===== config.mk =====
export PLATFORM = sky130hd
export DESIGN_NAME = qqd_decoder
export DESIGN_NICKNAME = d
export VERILOG_FILES = /design/src/verilog/qqd_pkg.sv /design/src/verilog/qqd_decoder.sv
export VERILOG_INCLUDE_DIRS = /design/src /design/src/verilog
export SDC_FILE = /design/constraint.sdc
export NUM_CORES = 1
export LEC_CHECK = 0
export ABC_CLOCK_PERIOD_IN_PS = 5800
export BUFFER_PORTS_ARGS = -buffer_cell sky130_fd_sc_hd__clkbuf_2
export CORE_UTILIZATION = 25
export DETAILED_ROUTE_END_ITERATION = 10
export GPL_TIMING_DRIVEN = 0
export HOLD_SLACK_MARGIN = 0.15
export PLACE_DENSITY = 0.39
export SETUP_SLACK_MARGIN = 0.2
export SLEW_MARGIN = 20
export SYNTH_ARGS = -nofsm -noshare
export SYNTH_HDL_FRONTEND = slang
export SYNTH_SLANG_ARGS = --single-unit

===== constraint.sdc =====
create_clock -name mclk -period 5.8 [get_ports mclk]
set_clock_uncertainty 0.2 [all_clocks]
set_input_delay 0.58 -clock mclk [delete_from_list [all_inputs] [get_ports mclk]]
set_output_delay 0.58 -clock mclk [all_outputs]
set_load 0.1 [all_outputs]

===== src/verilog/qqd_regs.svh =====
// Opcodes, counts and reset values of the quad/QPI command decoder
`ifndef QQD_REGS_SVH
`define QQD_REGS_SVH
`define QQD_OP_QOREAD  8'h6b
`define QQD_OP_QPROG   8'h33
`define QQD_OP_VSRWE   8'h50
`define QQD_OP_SUP_RD  8'h35
`define QQD_OP_SUP_WR  8'h31
`define QQD_ADDR_BITS  24
`define QQD_STATUS_RST 8'h00
`define QQD_LANES_ONE  4'h1
`define QQD_LANES_FOUR 4'h4
`endif


===== src/verilog/qqd_pkg.sv =====
// Types of the quad/QPI command decoder
package qqd_pkg;
  typedef enum logic [3:0] {ST_OPC, ST_ADDR, ST_DUMMY, ST_RDATA, ST_WDATA, ST_SRRD, ST_SRWR, ST_HOLD, ST_IGN} qqd_state_t;
endpackage


===== src/verilog/qqd_decoder.sv =====
// Quad and QPI instruction decoder of a serial NOR flash, host pins sampled on mclk
`timescale 1ns/1ps
// Function
// - 6Bh: address, dummy, then quad read data
// - 33h: address, then quad program data bytes
// - QPI: every byte two clocks, four lines
// - QPI 50h alone sets volatile write enable
// - QPI 35h drives upper status byte out
// - QPI 31h writes one upper status byte
// - Chip select rising completes the instruction
// - Writes need whole bytes, else discarded
// - While busy only status read accepted
`include "qqd_regs.svh"
module qqd_decoder
  import qqd_pkg::*;
#(
  parameter int ADDR_W = `QQD_ADDR_BITS
)
(
  // Clock and reset
  input  wire logic              mclk,
  input  wire logic              rst_n,
  // Host pins
  input  wire logic              csN,
  input  wire logic              sclk,
  input  wire logic [3:0]        ioIn,
  output logic      [3:0]        ioOut,
  output logic      [3:0]        ioOe,
  // Mode and status
  input  wire logic              qpiMode,
  input  wire logic              busy,
  output logic      [7:0]        statusUpper,
  output logic                   statusWr,
  output logic                   vsrWe,
  // Array read
  output logic                   rdReq,
  output logic      [ADDR_W-1:0] rdAddr,
  input  wire logic [7:0]        rdData,
  // Array program
  output logic                   pgmStb,
  output logic      [ADDR_W-1:0] pgmAddr,
  output logic      [7:0]        pgmData,
  output logic                   pgmDone,
  output logic                   pgmAbort
);

  // Address must be two or three whole bytes
  if (ADDR_W % 8 != 0 || ADDR_W < 16 || ADDR_W > 24)
  begin : g_chk
    $error("ADDR_W must be 16 or 24");
  end

  localparam logic [1:0] LAST_ADDR = 2'(ADDR_W / 8 - 1);

  qqd_state_t        st_r, st_nxt;
  logic              csPrev_r, sclkPrev_r;
  logic [7:0]        cmd_r, cmd_nxt, sh_r, sh_nxt;
  logic [7:0]        srByte_r, srByte_nxt, rdByte_r, rdByte_nxt;
  logic [2:0]        bitCnt_r, bitCnt_nxt;
  logic [1:0]        byteCnt_r, byteCnt_nxt;
  logic              nibLo_r, nibLo_nxt;
  logic [ADDR_W-1:0] addr_r, addr_nxt, pgmAddr_r, pgmAddr_nxt;
  logic [3:0]        ioOut_r, ioOut_nxt, ioOe_r, ioOe_nxt;
  logic [7:0]        statusUpper_r, statusUpper_nxt, pgmData_r, pgmData_nxt;
  logic              statusWr_r, statusWr_nxt, vsrWe_r, vsrWe_nxt;
  logic              rdReq_r, rdReq_nxt, pgmStb_r, pgmStb_nxt;
  logic              pgmDone_r, pgmDone_nxt, pgmAbort_r, pgmAbort_nxt;
  logic              sclkRise, sclkFall, csRise, lanes4, byteDone, opDone;
  logic [3:0]        bitSum;
  logic [7:0]        shNew;

  // Pin edges; pins are synchronous to mclk so no synchroniser is needed
  assign sclkRise = sclk & ~sclkPrev_r & ~csN;
  assign sclkFall = ~sclk & sclkPrev_r & ~csN;
  assign csRise   = csN & ~csPrev_r;
  // Program data always uses four lines, everything in QPI too
  assign lanes4   = qpiMode | (st_r == ST_WDATA);
  assign bitSum   = {1'b0, bitCnt_r} + (lanes4 ? `QQD_LANES_FOUR : `QQD_LANES_ONE);
  assign byteDone = sclkRise & bitSum[3];
  assign shNew    = lanes4 ? {sh_r[3:0], ioIn} : {sh_r[6:0], ioIn[0]};
  assign opDone   = byteDone & (st_r == ST_OPC);

  // Next state of the decoder
  always_comb
  begin
    // Held state keeps its value, pulses default low
    {cmd_nxt, sh_nxt, srByte_nxt, rdByte_nxt, pgmData_nxt}    = {cmd_r, sh_r, srByte_r, rdByte_r, pgmData_r};
    {bitCnt_nxt, byteCnt_nxt, nibLo_nxt, ioOut_nxt, ioOe_nxt} = {bitCnt_r, byteCnt_r, nibLo_r, ioOut_r, ioOe_r};
    {addr_nxt, pgmAddr_nxt}                                   = {addr_r, pgmAddr_r};
    st_nxt          = st_r;
    statusUpper_nxt = statusUpper_r;
    vsrWe_nxt       = vsrWe_r;
    {statusWr_nxt, rdReq_nxt, pgmStb_nxt, pgmDone_nxt, pgmAbort_nxt} = '0;
    if (sclkRise)
    begin
      sh_nxt     = shNew;
      bitCnt_nxt = bitSum[2:0];
    end
    // Byte count saturates so long bursts cannot wrap back to a valid count
    if (byteDone && byteCnt_r != 2'h3)
      byteCnt_nxt = byteCnt_r + 2'h1;
    case (st_r)
      ST_OPC:
        if (opDone)
        begin
          cmd_nxt     = shNew;
          byteCnt_nxt = 2'h0;
          if (busy && shNew != `QQD_OP_SUP_RD)
            st_nxt = ST_IGN;
          else if (qpiMode)
          begin
            case (shNew)
              `QQD_OP_VSRWE:  st_nxt = ST_HOLD;
              `QQD_OP_SUP_RD: st_nxt = ST_SRRD;
              `QQD_OP_SUP_WR: st_nxt = ST_SRWR;
              default:        st_nxt = ST_IGN;
            endcase
          end
          else
          begin
            case (shNew)
              `QQD_OP_QOREAD: st_nxt = ST_ADDR;
              `QQD_OP_QPROG:  st_nxt = ST_ADDR;
              default:        st_nxt = ST_IGN;
            endcase
          end
        end
      ST_ADDR:
        if (byteDone)
        begin
          addr_nxt = {addr_r[ADDR_W-9:0], shNew};
          if (byteCnt_r == LAST_ADDR)
          begin
            byteCnt_nxt = 2'h0;
            st_nxt      = (cmd_r == `QQD_OP_QOREAD) ? ST_DUMMY : ST_WDATA;
          end
        end
      // One dummy byte, then fetch the first data byte
      ST_DUMMY:
        if (byteDone)
        begin
          st_nxt    = ST_RDATA;
          rdReq_nxt = 1'b1;
          nibLo_nxt = 1'b0;
        end
      // High nibble first; low nibble comes from the captured copy
      ST_RDATA:
        if (sclkFall)
        begin
          ioOe_nxt  = 4'hf;
          nibLo_nxt = ~nibLo_r;
          if (!nibLo_r)
          begin
            ioOut_nxt  = rdData[7:4];
            rdByte_nxt = rdData;
          end
          else
          begin
            ioOut_nxt = rdByte_r[3:0];
            addr_nxt  = addr_r + 1'b1;
            rdReq_nxt = 1'b1;
          end
        end
      ST_WDATA:
        if (byteDone)
        begin
          pgmStb_nxt  = 1'b1;
          pgmData_nxt = shNew;
          pgmAddr_nxt = addr_r;
          addr_nxt    = addr_r + 1'b1;
        end
      // Status stays readable during busy, repeated while clocked
      ST_SRRD:
        if (sclkFall)
        begin
          ioOe_nxt  = 4'hf;
          nibLo_nxt = ~nibLo_r;
          ioOut_nxt = nibLo_r ? statusUpper_r[3:0] : statusUpper_r[7:4];
        end
      ST_SRWR:
        if (byteDone && byteCnt_r == 2'h0)
          srByte_nxt = shNew;
      default:
        ;
    endcase
    // Completion only on a whole byte boundary
    if (csRise)
    begin
      case (st_r)
        ST_HOLD:
          if (byteCnt_r == 2'h0 && bitCnt_r == 3'h0)
            vsrWe_nxt = 1'b1;
        ST_SRWR:
          if (byteCnt_r == 2'h1 && bitCnt_r == 3'h0)
          begin
            statusUpper_nxt = srByte_r;
            statusWr_nxt    = 1'b1;
            vsrWe_nxt       = 1'b0;
          end
        ST_WDATA:
          if (byteCnt_r != 2'h0 && bitCnt_r == 3'h0)
            pgmDone_nxt = 1'b1;
          else
            pgmAbort_nxt = 1'b1;
        ST_ADDR:
          pgmAbort_nxt = (cmd_r == `QQD_OP_QPROG);
        default:
          ;
      endcase
    end
    // Chip select high ends any instruction and releases the lines
    if (csN)
    begin
      st_nxt      = ST_OPC;
      bitCnt_nxt  = 3'h0;
      byteCnt_nxt = 2'h0;
      nibLo_nxt   = 1'b0;
      ioOe_nxt    = 4'h0;
    end
  end

  // Decoder registers
  always_ff @(posedge mclk or negedge rst_n)
  begin
    if (!rst_n)
    begin
      st_r          <= ST_OPC;
      csPrev_r      <= 1'b1;
      sclkPrev_r    <= 1'b0;
      {cmd_r, sh_r, srByte_r, rdByte_r, pgmData_r}    <= '0;
      {bitCnt_r, byteCnt_r, nibLo_r, ioOut_r, ioOe_r} <= '0;
      {addr_r, pgmAddr_r}                             <= '0;
      statusUpper_r <= `QQD_STATUS_RST;
      {statusWr_r, vsrWe_r, rdReq_r}                  <= '0;
      {pgmStb_r, pgmDone_r, pgmAbort_r}               <= '0;
    end
    else
    begin
      st_r          <= st_nxt;
      csPrev_r      <= csN;
      sclkPrev_r    <= sclk;
      {cmd_r, sh_r, srByte_r, rdByte_r, pgmData_r}    <= {cmd_nxt, sh_nxt, srByte_nxt, rdByte_nxt, pgmData_nxt};
      {bitCnt_r, byteCnt_r, nibLo_r, ioOut_r, ioOe_r} <= {bitCnt_nxt, byteCnt_nxt, nibLo_nxt, ioOut_nxt, ioOe_nxt};
      {addr_r, pgmAddr_r}                             <= {addr_nxt, pgmAddr_nxt};
      statusUpper_r <= statusUpper_nxt;
      {statusWr_r, vsrWe_r, rdReq_r}                  <= {statusWr_nxt, vsrWe_nxt, rdReq_nxt};
      {pgmStb_r, pgmDone_r, pgmAbort_r}               <= {pgmStb_nxt, pgmDone_nxt, pgmAbort_nxt};
    end
  end

  // Outputs straight from flops
  assign ioOut       = ioOut_r;
  assign ioOe        = ioOe_r;
  assign statusUpper = statusUpper_r;
  assign statusWr    = statusWr_r;
  assign vsrWe       = vsrWe_r;
  assign rdReq       = rdReq_r;
  assign rdAddr      = addr_r;
  assign pgmStb      = pgmStb_r;
  assign pgmAddr     = pgmAddr_r;
  assign pgmData     = pgmData_r;
  assign pgmDone     = pgmDone_r;
  assign pgmAbort    = pgmAbort_r;
endmodule


==> key figures, run 1 <==
STA
  – Final Setup Violations: 0
  – Final Hold Viols: 0
  – Least-Margin Pin Slew: 1.015 ns
  – Hold_ws: 0.2064 ns
  – RSZ-0062 raised after global routing: no
  – Post-layout min period: 3.237 ns
  – Final TNS setup: 0 ns
  – Final period util: 55.81%
  – Pins Over Slew Limit: 0
  – Rel. slew slack: 31.77%
  – Final WS setup: 2.563 ns
  – Fmax: 0.3089 GHz

Layout
  – Final std cells w/o fill: 937
  – Nets@finish: 668
  – Most common cell after layout, fill and taps aside: dfrtp_1
  – Most frequent cells in the layout: 113 x dfrtp_1, 93 x clkbuf_2, 54 x nor2_1
  – Share of cells above drive strength 1: 29.22%
  – Layout area overhead: 26.14%
  – Antenna diodes: 0

Worst setup path
  – CP bufs+invs: 3
  – Critical Path RT: 5.90 ns
  – Flop-to-flop setup slack: 2.89 ns
  – Worst reg2reg endpoint: rdAddr[1]$_DFFE_PN0P_
  – Top delay family on crit path: buffers and inverters
  – R2r worst-path depth: 8
  – CP startpoint: csN
  – Max stage delay on crit path: 0.56 ns
  – Crit path capture: pgmAddr[14]$_DFFE_PN0P_
  – Cell Chain, Critical Path: dlygate4sd3_1 -> clkbuf_2 -> nor3b_2 -> o211ai_4 -> nor4_2 -> buf_2 -> mux2_1
  – Setup crit end kind: register
  – Reg2Reg Launch Point: st_r[3]$_DFFE_PN0P_
  – CP max stage cell: nor3b_2
  – WP depth: 7
  – Setup CP Type: input pin to register
  – Crit Path Max Fanout: 10
  – Setup crit start kind: input pin
  – CP arrival: 3.34 ns

Floorplanning
  – Die ar.: 23470 um^2
  – Initial Util: 25.86%
  – Core ar.: 22090 um^2
  – Die X-Extent: 153.2 um
  – FP Rows: 54
  – Ports: 96
  – Die Ht: 153.2 um

Global routing
  – GRT Util Overall: 14.92%
  – Vias in the first global route: 4787
  – First-pass GRT wire length: 27.03 mm
  – Largest net degree at the start of global routing: 60
  – Initial antenna violation count: 0
  – Remaining Overflow, GRT: 0

Yosys
  – Post-synthesis mux area share: 11.82%
  – Flops & latches, synth: 114
  – Post-Synth Simple-Gate Area: 15.81%
  – Synth unique cells: 75
  – Yosys warning total: 0
  – Mapped Cells: 527
  – Post-synthesis sequential area ratio: 49.95%
  – Main combinational cell family by area after synthesis: compound AO/OA/AOI/OAI gates
  – Area share of xor/xnor cells in the synthesized design: 0.6131%
  – Mapped cell area: 5714 um^2
  – Asr flop ratio synth: 100.0%
  – Post-synth EDFFs: 0
  – Mapped Avg Cell Area: 10.84 um^2
  – Post-Synth Adder-Cell Area: 1.314%
  – Synth Area in Compound Gates: 16.44%
  – Dominant synthesized flop cell: dfrtp_1
  – Mapped Nets: 551

Placed design
  – Placer Congestion: 0.7778
  – Port Buf Inserts: 94
  – Final HPWL DP: 11.97 mm
  – Cell count after placement: 902
  – Worst slack, placed: 2.635 ns

Drt
  – Drt initial violations: 269
  – Post-DRT Antenna Nets: 0
  – Detailed-route via count: 4710
  – Wirelength per Cell: 17.91 um
  – DR pass1 iterations: 5
  – Final wirelength: 16.78 mm
  – Residual DRC: 0
  – Vias per cell: 5.027

Power and ir drop
  – PD cells: 286.2 nW/um^2
  – Leak pwr: 3.386 nW
  – Worst vdd ir: 0.1588 mV

Flow run
  – Max Cap Viol: 0

Clock network
  – Clock-pin slew on the worst setup and hold paths: 0.06 ns
  – Setup Fix Bufs, Post-CTS: 0
  – CTS H-Tree Depth: 4
  – Clock root cell: clkbuf_16
  – Clock Latency Late Sink: 0.42 ns
  – Max Buffers Root-to-Sink: 2
  – TritonCTS Buffers: 17
  – Sink Count: 114
  – CTS tree: done

Run status
  – Outcome: complete, no violations

Min path
  – Worst Hold Class: input pin to register
==> synthesized netlist by cell type, types with 5 or more instances <==
cell type	n	share of area, %
a31oi_1	5	0.55
a21oi_1	52	4.6
nor3_1	9	0.79
nor2_1	54	3.5
mux2i_1	9	1.6
clkbuf_1	13	0.85
o21ai_1	13	1.1
and3b_1	5	0.77
nand4_1	9	0.99
nand3_1	14	1.2
buf_2	11	0.96
o22ai_1	7	0.77
inv_1	11	0.72
nand2_1	16	1.1
mux2_1	26	5.1
o21ai_0	14	1.2
ha_1	6	1.3
buf_4	5	0.66
nand2b_1	6	0.66
dfrtp_1	113	49
mux2_2	18	3.5
==> cell type report <==
cell class              instances  area (um^2)
flip-flops and latches        114         2854
clock buffers                  17        425.4
inverters                      11        41.29
multi-input cells             366         2629
fillers                      2232        14890
repair buffers                 98        536.8
plain buffers                  36        190.2
clock inverters                15        181.4
well taps                     280        350.3
==> worst min-delay path by stage <==
stage | from | endpoint | slack (ns) | depth (start not counted)
after floorplan | rst_n | bitCnt_r[0]$_DFFE_PN0P_ | 0.08 | 0
after detailed placement | pgmAddr[12]$_DFFE_PN0P_ | pgmAddr[12]$_DFFE_PN0P_ | 0.27 | 1
after global routing | rdData[0] | rdByte_r[0]$_DFFE_PN0P_ | 0.19 | 2
final | rdData[3] | rdByte_r[3]$_DFFE_PN0P_ | 0.21 | 2
after global placement | pgmAddr[18]$_DFFE_PN0P_ | pgmAddr[18]$_DFFE_PN0P_ | 0.27 | 1
after CTS | rdData[3] | rdByte_r[3]$_DFFE_PN0P_ | 0.18 | 2
==> power by group <==
| group | internal [mW] | switching [mW] | total [mW] |
|---|---|---|---|
| clock | 0.678 | 0.398 | 1.08 |
| sequential | 0.822 | 0.0258 | 0.848 |
| combinational | 0.0464 | 0.0922 | 0.139 |
==> metal layers <==
metal,global-route usage [%],wire length [um],up-vias
met5,0,0,-
met4,4.137,193,0
met3,3.771,858,20
met2,24.40,7963,144
met1,19.46,7761,2352
li1,-,-,2194
==> state kept, by name, summed over array words and instances, names as in the netlist, 3 cells and up <==
name and flops:
bitCnt_r 3, rdByte_r 4, statusUpper 8, st_r 4, pgmData 8, pgmAddr 24, ioOut 4, cmd_r 8
srByte_r 8, sh_r 7, rdAddr 24
==> metrics by stage <==
stage | total power [mW] | area (um^2) | utilization (%)
5_1_grt | 2.150 | 7208 | 32.63
2_1_floorplan | 0.9341 | 5714 | -
4_1_cts | 2.096 | 7208 | 32.63
3_5_place_dp | 1.002 | 6571 | 29.74
6_report | 2.063 | 7208 | 32.63
3_3_place_gp | 0.9954 | 6535 | 29.58
==> logic make-up (layout without fill, tap and decap cells) <==
group           count (synthesis)  after routing
fa+ha+maj                       6              6
flops                         114            114
compound gates                139            139
xor+xnor                        4              4
buf+inv                        47            177
mux                            57             57
simple gates                  160            160
==> timing repair <==
item / 4_1_cts / 5_1_grt
endpoints found under the hold margin: 59 / 0
gates resized for setup: 0 / 0
hold buffers: 3 / 0
No activity file was read; power rests on OpenSTA's default activity.
==> inputs of run 2 (changes only) <==
Settings changed: ABC_AREA from default to 1, ABC_CLOCK_PERIOD_IN_PS 5800 to 2600, PLACE_DENSITY 0.39 to 0.4.
Clock period 5.8 ns to 2.6 ns, I/O delays scaled along.
==> key figures, run 2 <==
Yosys
  – Asr flop ratio synth: 100.0% (unchanged)
  – Area share of xor/xnor cells in the synthesized design: 1.641% (+1.0 points)
  – Synth area leader: dfrtp_1
  – Post-synthesis mux area share: 0.7671% (-11 points)
  – Synth cell count leaders: 193 x nand2_1, 113 x dfrtp_1, 88 x o21ai_0
  – Main combinational cell family by area after synthesis: simple AND/OR/NAND/NOR gates
  – Synth top area share: 48.16% (-1.3 points)
  – Post-Synth Adder-Cell Area: 1.278% (-0.035 points)
  – Mapped Avg Cell Area: 8.011 um^2 (-26%)
  – Flops & latches, synth: 114 (unchanged)
  – Count leader, synth: nand2_1
  – Mapped Cells: 733 (+39%)
  – Main area contributors after synthesis: dfrtp_1 48%, nand2_1 12%, o21ai_0 7.5%
  – Post-Synth Simple-Gate Area: 25.44% (+9.6 points)
  – Post-synth EDFFs: 0 (unchanged)
  – Synth Area in Compound Gates: 14.66% (-1.8 points)
  – Mapped cell area: 5872 um^2 (+2.8%)
  – Synth unique cells: 41 (-45%)
  – Yosys warning total: 0 (unchanged)
  – Mapped Nets: 757 (+37%)
  – Post-synthesis sequential area ratio: 48.60% (-1.3 points)
  – Dominant synthesized flop cell: dfrtp_1

STA
  – Final period util: 86.93%
  – Final WS setup: 0.3397 ns (-2.223 ns)
  – Hold_ws: 0.1554 ns (-0.05098 ns)
  – Fmax: 0.4424 GHz
  – Post-layout min period: 2.260 ns
  – RSZ-0062 raised after global routing: yes
  – Pins Over Slew Limit: 0 (unchanged)
  – Least-Margin Pin Slew: 0.5734 ns (-0.4416 ns)
  – Rel. slew slack: 61.77% (+30 points)
  – Final Hold Viols: 0 (unchanged)
  – Final Setup Violations: 0 (unchanged)

Floorplanning
  – Die ar.: 24100 um^2 (+2.7%)
  – Initial Util: 25.70% (-0.16 points)
  – Die Ht: 155.3 um (+1.4%)
  – FP Rows: 55 (+1.9%)
  – Die X-Extent: 155.3 um (+1.4%)
  – Ports: 96 (unchanged)
  – Core ar.: 22850 um^2 (+3.4%)

Layout
  – Most common cell after layout, fill and taps aside: nand2_1
  – Antenna diodes: 0 (unchanged)
  – Final core occ: 33.63% (+1.0 points)
  – FILL cells: 2508 (+12%)
  – Nets@finish: 896 (+34%)
  – Layout area overhead: 30.83%
  – Most frequent cells in the layout: 191 x nand2_1, 108 x dfrtp_1, 100 x clkbuf_2
  – Share of cells above drive strength 1: 24.29% (-4.9 points)

Power and ir drop
  – PD cells: 708.9 nW/um^2 (+150%)
  – Worst vdd ir: 0.3765 mV (+140%)
  – Leak pwr: 3.906 nW (+15%)
  – Total power: 5.446 mW (+160%)

Drt
  – Post-DRT Antenna Nets: 0 (unchanged)
  – Wirelength per Cell: 15.45 um (-14%)
  – Vias per cell: 4.476 (-11%)
  – Drt initial violations: 252 (-6.3%)
  – Final wirelength: 18.51 mm (+10%)
  – Residual DRC: 0 (unchanged)
  – Detailed-route via count: 5362 (+14%)
  – DR pass1 iterations: 5 (unchanged)

Flow run
  – Max Cap Viol: 0 (unchanged)

Worst setup path
  – Reg2Reg Launch Point: st_r[0]$_DFFE_PN0P_
  – CP dominant cell by count: nand2_1
  – Setup crit start kind: input pin
  – CP arrival: 2.36 ns (-0.98 ns)
  – Crit Path Max Fanout: 10 (unchanged)
  – Setup crit end kind: register
  – CP startpoint: qpiMode
  – Setup CP Type: input pin to register
  – Critical Path RT: 2.70 ns (-3.20 ns)
  – Cell Chain, Critical Path: dlygate4sd3_1 -> clkbuf_2 -> inv_1 -> buf_2 -> nand3b_1 -> nand2_4 -> nand2_1 -> nor2_1 -> nand2_1 -> nand3_1 -> nand3_1 -> nand3b_1 -> nand2_1
  – Max stage delay on crit path: 0.53 ns (-0.03 ns)
  – CP max stage cell: dlygate4sd3_1

Global routing
  – Largest net degree at the start of global routing: 73 (+22%)
  – Remaining Overflow, GRT: 0 (unchanged)
  – Initial antenna violation count: 0 (unchanged)
  – First-pass GRT wire length: 29.99 mm (+11%)
  – GRT Util Overall: 16.19% (+1.3 points)
  – Vias in the first global route: 5315 (+11%)

Placed design
  – Placer Congestion: 0.8025 (+3.2%)
  – Port Buf Inserts: 95 (+1.1%)
  – Final HPWL DP: 13.34 mm (+11%)
  – Worst slack, placed: -0.06528 ns (-2.700 ns)

Min path
  – Worst Hold Class: input pin to asynchronous set/reset pin

Clock network
  – Clock root cell: clkbuf_16
  – CTS tree: done
  – Max Buffers Root-to-Sink: 2 (unchanged)
  – Sink Count: 114 (unchanged)
  – Clock-pin slew on the worst setup and hold paths: 0.06 ns (about the same)
  – CTS H-Tree Depth: 4 (unchanged)
  – TritonCTS Buffers: 17 (unchanged)
  – Clock Latency Late Sink: 0.41 ns (about the same)

Run status
  – Outcome: complete, no violations
[run 2: per-layer routing]
metal / wire [um] / up-vias / track usage, %
met5: 0 / - / 0
met4: 248 / 0 / 4.715
met3: 788 / 17 / 4.234
met2: 8867 / 121 / 26.62
met1: 8610 / 2553 / 20.86
li1: - / 2671 / -
[run 2: where the power goes]
group          switching (mW)  total [mW]  internal (mW)
logic                   0.771        1.02          0.246
registers              0.0949        1.96           1.86
clock network           0.842        2.47           1.63
[run 2: per-stage QoR]
stage	std cells	area, um^2	TNS, ns
floorplan	733	5878	0
global placement	1141	6745	-111.50
detailed placement	1142	6782	-0.7189
CTS	1194	7609	0
global route	1198	7682	0
finish	1198	7682	0
[run 2: logic make-up (layout without fill, tap and decap cells)]
logic type	after synthesis	after routing
xor+xnor	11	11
mux	4	4
compound gates	154	154
fa+ha+maj	6	6
buf+inv	105	257
simple gates	339	339
flops	114	114
[run 2: worst max-delay path, delay by kind of cell]
family        cells  cell delay [ns]
buf+inv           4             1.19
simple gates      9             0.91
[run 2: path summary, 6_finish.rpt]
check | slack [ns] | cells after the start | endpoint
max in group asynchronous | 1.34 | 3 | rdAddr[1]$_DFFE_PN0P_
max reg2reg | 0.36 | 8 | rdAddr[7]$_DFFE_PN0P_
min reg2reg | 0.27 | 2 | statusUpper[4]$_DFFE_PN0P_
min | 0.16 | 2 | bitCnt_r[0]$_DFFE_PN0P_
max | 0.34 | 13 | st_r[3]$_DFFE_PN0P_
min in group mclk | 0.17 | 5 | cmd_r[3]$_DFFE_PN0P_
[run 2: area by class of cell]
| type | count | area (um^2) | area share (%) |
|---|---|---|---|
| Buffer | 27 | 161.4 | 2.101 |
| Clock inverter | 9 | 126.4 | 1.645 |
| Timing Repair Buffer | 120 | 744.5 | 9.691 |
| Clock buffer | 23 | 498.0 | 6.482 |
| Inverter | 78 | 295.3 | 3.844 |
| Multi-Input combinational cell | 514 | 2605 | 33.91 |
| Sequential cell | 114 | 2860 | 37.23 |
| Tap cell | 313 | 391.6 | 5.098 |
[run 2: repair_timing]
action / CTS / global route
pin swaps: 0 / 1
resized for setup: 1 / 22
endpoints found under the setup margin: 30 / 45
hold buffers: 20 / 1
endpoints found under the hold margin: 142 / 1
buffers inserted: 0 / 3
==> inputs of run 3 (changes only) <==
Settings changed: BUFFER_PORTS_ARGS -buffer_cell sky130_fd_sc_hd__clkbuf_2 to -buffer_cell sky130_fd_sc_hd__buf_2.
==> key figures, run 3 (same netlist as run 2, synthesis figures left out) <==
Layout
  – Share of cells above drive strength 1: 24.07% (-0.23 points)
  – Antenna diodes: 0 (unchanged)
  – Most common cell after layout, fill and taps aside: nand2_1
  – Final std cells w/o fill: 1198 (unchanged)
  – Layout area overhead: 30.73% (about the same)
  – Most frequent cells in the layout: 191 x nand2_1, 108 x dfrtp_1, 103 x buf_2
  – Nets@finish: 896 (unchanged)

Clock network
  – Clock root cell: clkbuf_16
  – CTS H-Tree Depth: 4 (unchanged)
  – CTS tree: done
  – Clock-pin slew on the worst setup and hold paths: 0.06 ns (about the same)
  – TritonCTS Buffers: 17 (unchanged)
  – Max Buffers Root-to-Sink: 2 (unchanged)
  – Sink Count: 114 (unchanged)
  – Clock Latency Late Sink: 0.41 ns (about the same)

Worst setup path
  – CP bufs+invs: 4 (unchanged)
  – CP dominant cell by count: nand2_1
  – Crit Path Max Fanout: 10 (unchanged)
  – Max stage delay on crit path: 0.54 ns (about the same)
  – Setup crit end kind: register
  – Critical Path RT: 2.74 ns (+0.04 ns)
  – Top delay family on crit path: buffers and inverters
  – Setup crit start kind: input pin
  – Cell Chain, Critical Path: dlygate4sd3_1 -> buf_2 -> nor2_1 -> nand2_1 -> nor3_4 -> a21oi_2 -> a21oi_4 -> inv_2 -> buf_6 -> a21oi_1 -> nand2_1 -> o21ai_1
  – CP max stage cell: dlygate4sd3_1
  – CP arrival: 2.48 ns (+0.12 ns)
  – Setup CP Type: input pin to register

Min path
  – Worst Hold Class: input pin to register

Drt
  – Residual DRC: 0 (unchanged)
  – DR pass1 iterations: 4 (-1)
  – Post-DRT Antenna Nets: 0 (unchanged)
  – Drt initial violations: 318 (+26%)
  – Detailed-route via count: 5325 (-0.69%)
  – Wirelength per Cell: 15.48 um (+0.18%)
  – Final wirelength: 18.55 mm (+0.18%)
  – Vias per cell: 4.445 (-0.69%)

Run status
  – Outcome: complete, no violations

STA
  – Hold_ws: 0.1424 ns (-0.01304 ns)
  – Final WS setup: 0.2682 ns (-0.07153 ns)
  – RSZ-0062 raised after global routing: yes
  – Final Setup Violations: 0 (unchanged)
  – Final Hold Viols: 0 (unchanged)
  – Least-Margin Pin Slew: 0.5250 ns (-0.04842 ns)
  – Pins Over Slew Limit: 0 (unchanged)
  – Rel. slew slack: 64.87% (+3.1 points)
  – Final period util: 89.68% (+2.8 points)
  – Post-layout min period: 2.332 ns (+0.07153 ns)
  – Fmax: 0.4289 GHz (-3.1%)

Placed design
  – Worst slack, placed: -0.03214 ns (+0.03314 ns)
  – Placer Congestion: 0.8010 (-0.19%)
  – Port Buf Inserts: 95 (unchanged)
  – Final HPWL DP: 13.24 mm (-0.75%)
  – Cell count after placement: 1142 (unchanged)

Floorplanning
  – Initial Util: 25.70% (unchanged)
  – Die X-Extent: 155.3 um (unchanged)
  – Core ar.: 22850 um^2 (unchanged)
  – FP Rows: 55 (unchanged)
  – Die Ht: 155.3 um (unchanged)
  – Die ar.: 24100 um^2 (unchanged)
  – Ports: 96 (unchanged)

Global routing
  – Initial antenna violation count: 0 (unchanged)
  – Remaining Overflow, GRT: 0 (unchanged)
  – First-pass GRT wire length: 29.75 mm (-0.83%)
  – Vias in the first global route: 5283 (-0.60%)
  – GRT Util Overall: 16.18% (about the same)
  – Largest net degree at the start of global routing: 89 (+22%)

Power and ir drop
  – Leak pwr: 3.924 nW (+0.46%)
  – Total power: 5.407 mW (-0.71%)
  – PD cells: 704.4 nW/um^2 (-0.63%)
  – Worst vdd ir: 0.3834 mV (+1.8%)

Flow run
  – Max Cap Viol: 0 (unchanged)
run 3: cell types whose count changed in the layout (fill, tap and decap cells not counted), moves of 2 or more:
cell and change:
buf_2 +94, clkbuf_1 +3, clkbuf_2 -96, clkbuf_8 -3
dlygate4sd3_1 -2, nor2_1 +2, nor2_2 -4, nor2_4 +2
run 3: what timing repair did:
action | in CTS | in global routing
setup endpoints to repair | 30 | 49
buffers inserted | 0 | 4
endpoints found under the hold margin | 143 | 0
resized for setup | 1 | 18
gates cloned | 0 | 0
hold buffers | 20 | 0
pin swaps | 0 | 2
run 3: layer usage:
metal | vias up | part of all wire, % | track usage [%] | wire (um)
met1 | 2505 | 47 | 21.05 | 8719
met2 | 112 | 47 | 26.64 | 8791
met5 | - | 0 | 0 | 0
met3 | 24 | 3.5 | 3.343 | 648
met4 | 0 | 2.1 | 5.602 | 390
li1 | 2684 | - | - | -
run 3: worst reg2reg max path, cell delays in order (launching register included):
cell and delay, ns:
dfrtp_1 0.42, nor2_1 0.15, inv_2 0.10, nor2_4 0.15, inv_2 0.08, nand2_2 0.10, a21oi_2 0.06, a21oi_4 0.23
inv_2 0.16, buf_6 0.17, a21oi_1 0.20, nand2_1 0.08, o21ai_1 0.07
run 3: area by class of cell:
type	instances	area, um^2
clock buffers	22	474.2
flip-flops and latches	114	2860
multi-input cells	514	2610
fillers	2517	15170
plain buffers	27	158.9
inverters	78	296.5
repair buffers	120	753.2
well taps	313	391.6
clock inverters	10	131.4
run 3: path summary, 6_finish.rpt:
check | slack (ns) | endpoint | startpoint | cells past startpoint
max | 0.27 | rdAddr[15]$_DFFE_PN0P_ | sclk | 12
min | 0.14 | cmd_r[2]$_DFFE_PN0P_ | ioIn[2] | 5
max reg2reg | 0.37 | rdAddr[15]$_DFFE_PN0P_ | st_r[3]$_DFFE_PN0P_ | 12
min reg2reg | 0.27 | statusUpper[4]$_DFFE_PN0P_ | srByte_r[4]$_DFFE_PN0P_ | 2
max in group asynchronous | 1.46 | rdAddr[0]$_DFFE_PN0P_ | rst_n | 3
min in group asynchronous | 0.18 | bitCnt_r[0]$_DFFE_PN0P_ | rst_n | 3
run 3: power breakdown:
group          total [mW]  internal, mW  switching (mW)  leakage [nW]
clock network        2.43          1.58           0.852         0.300
logic                1.02         0.251           0.772          2.16
registers            1.96          1.86          0.0936          1.46
run 3: stage by stage:
stage	instance area, um^2	utilization, %	setup TNS [ns]
after global placement	6745	29.52	-74.28
after global routing	7676	33.60	0
final	7676	33.60	0
after CTS	7601	33.27	0
after floorplan	5878	-	0
after detailed placement	6783	29.69	-0.2450
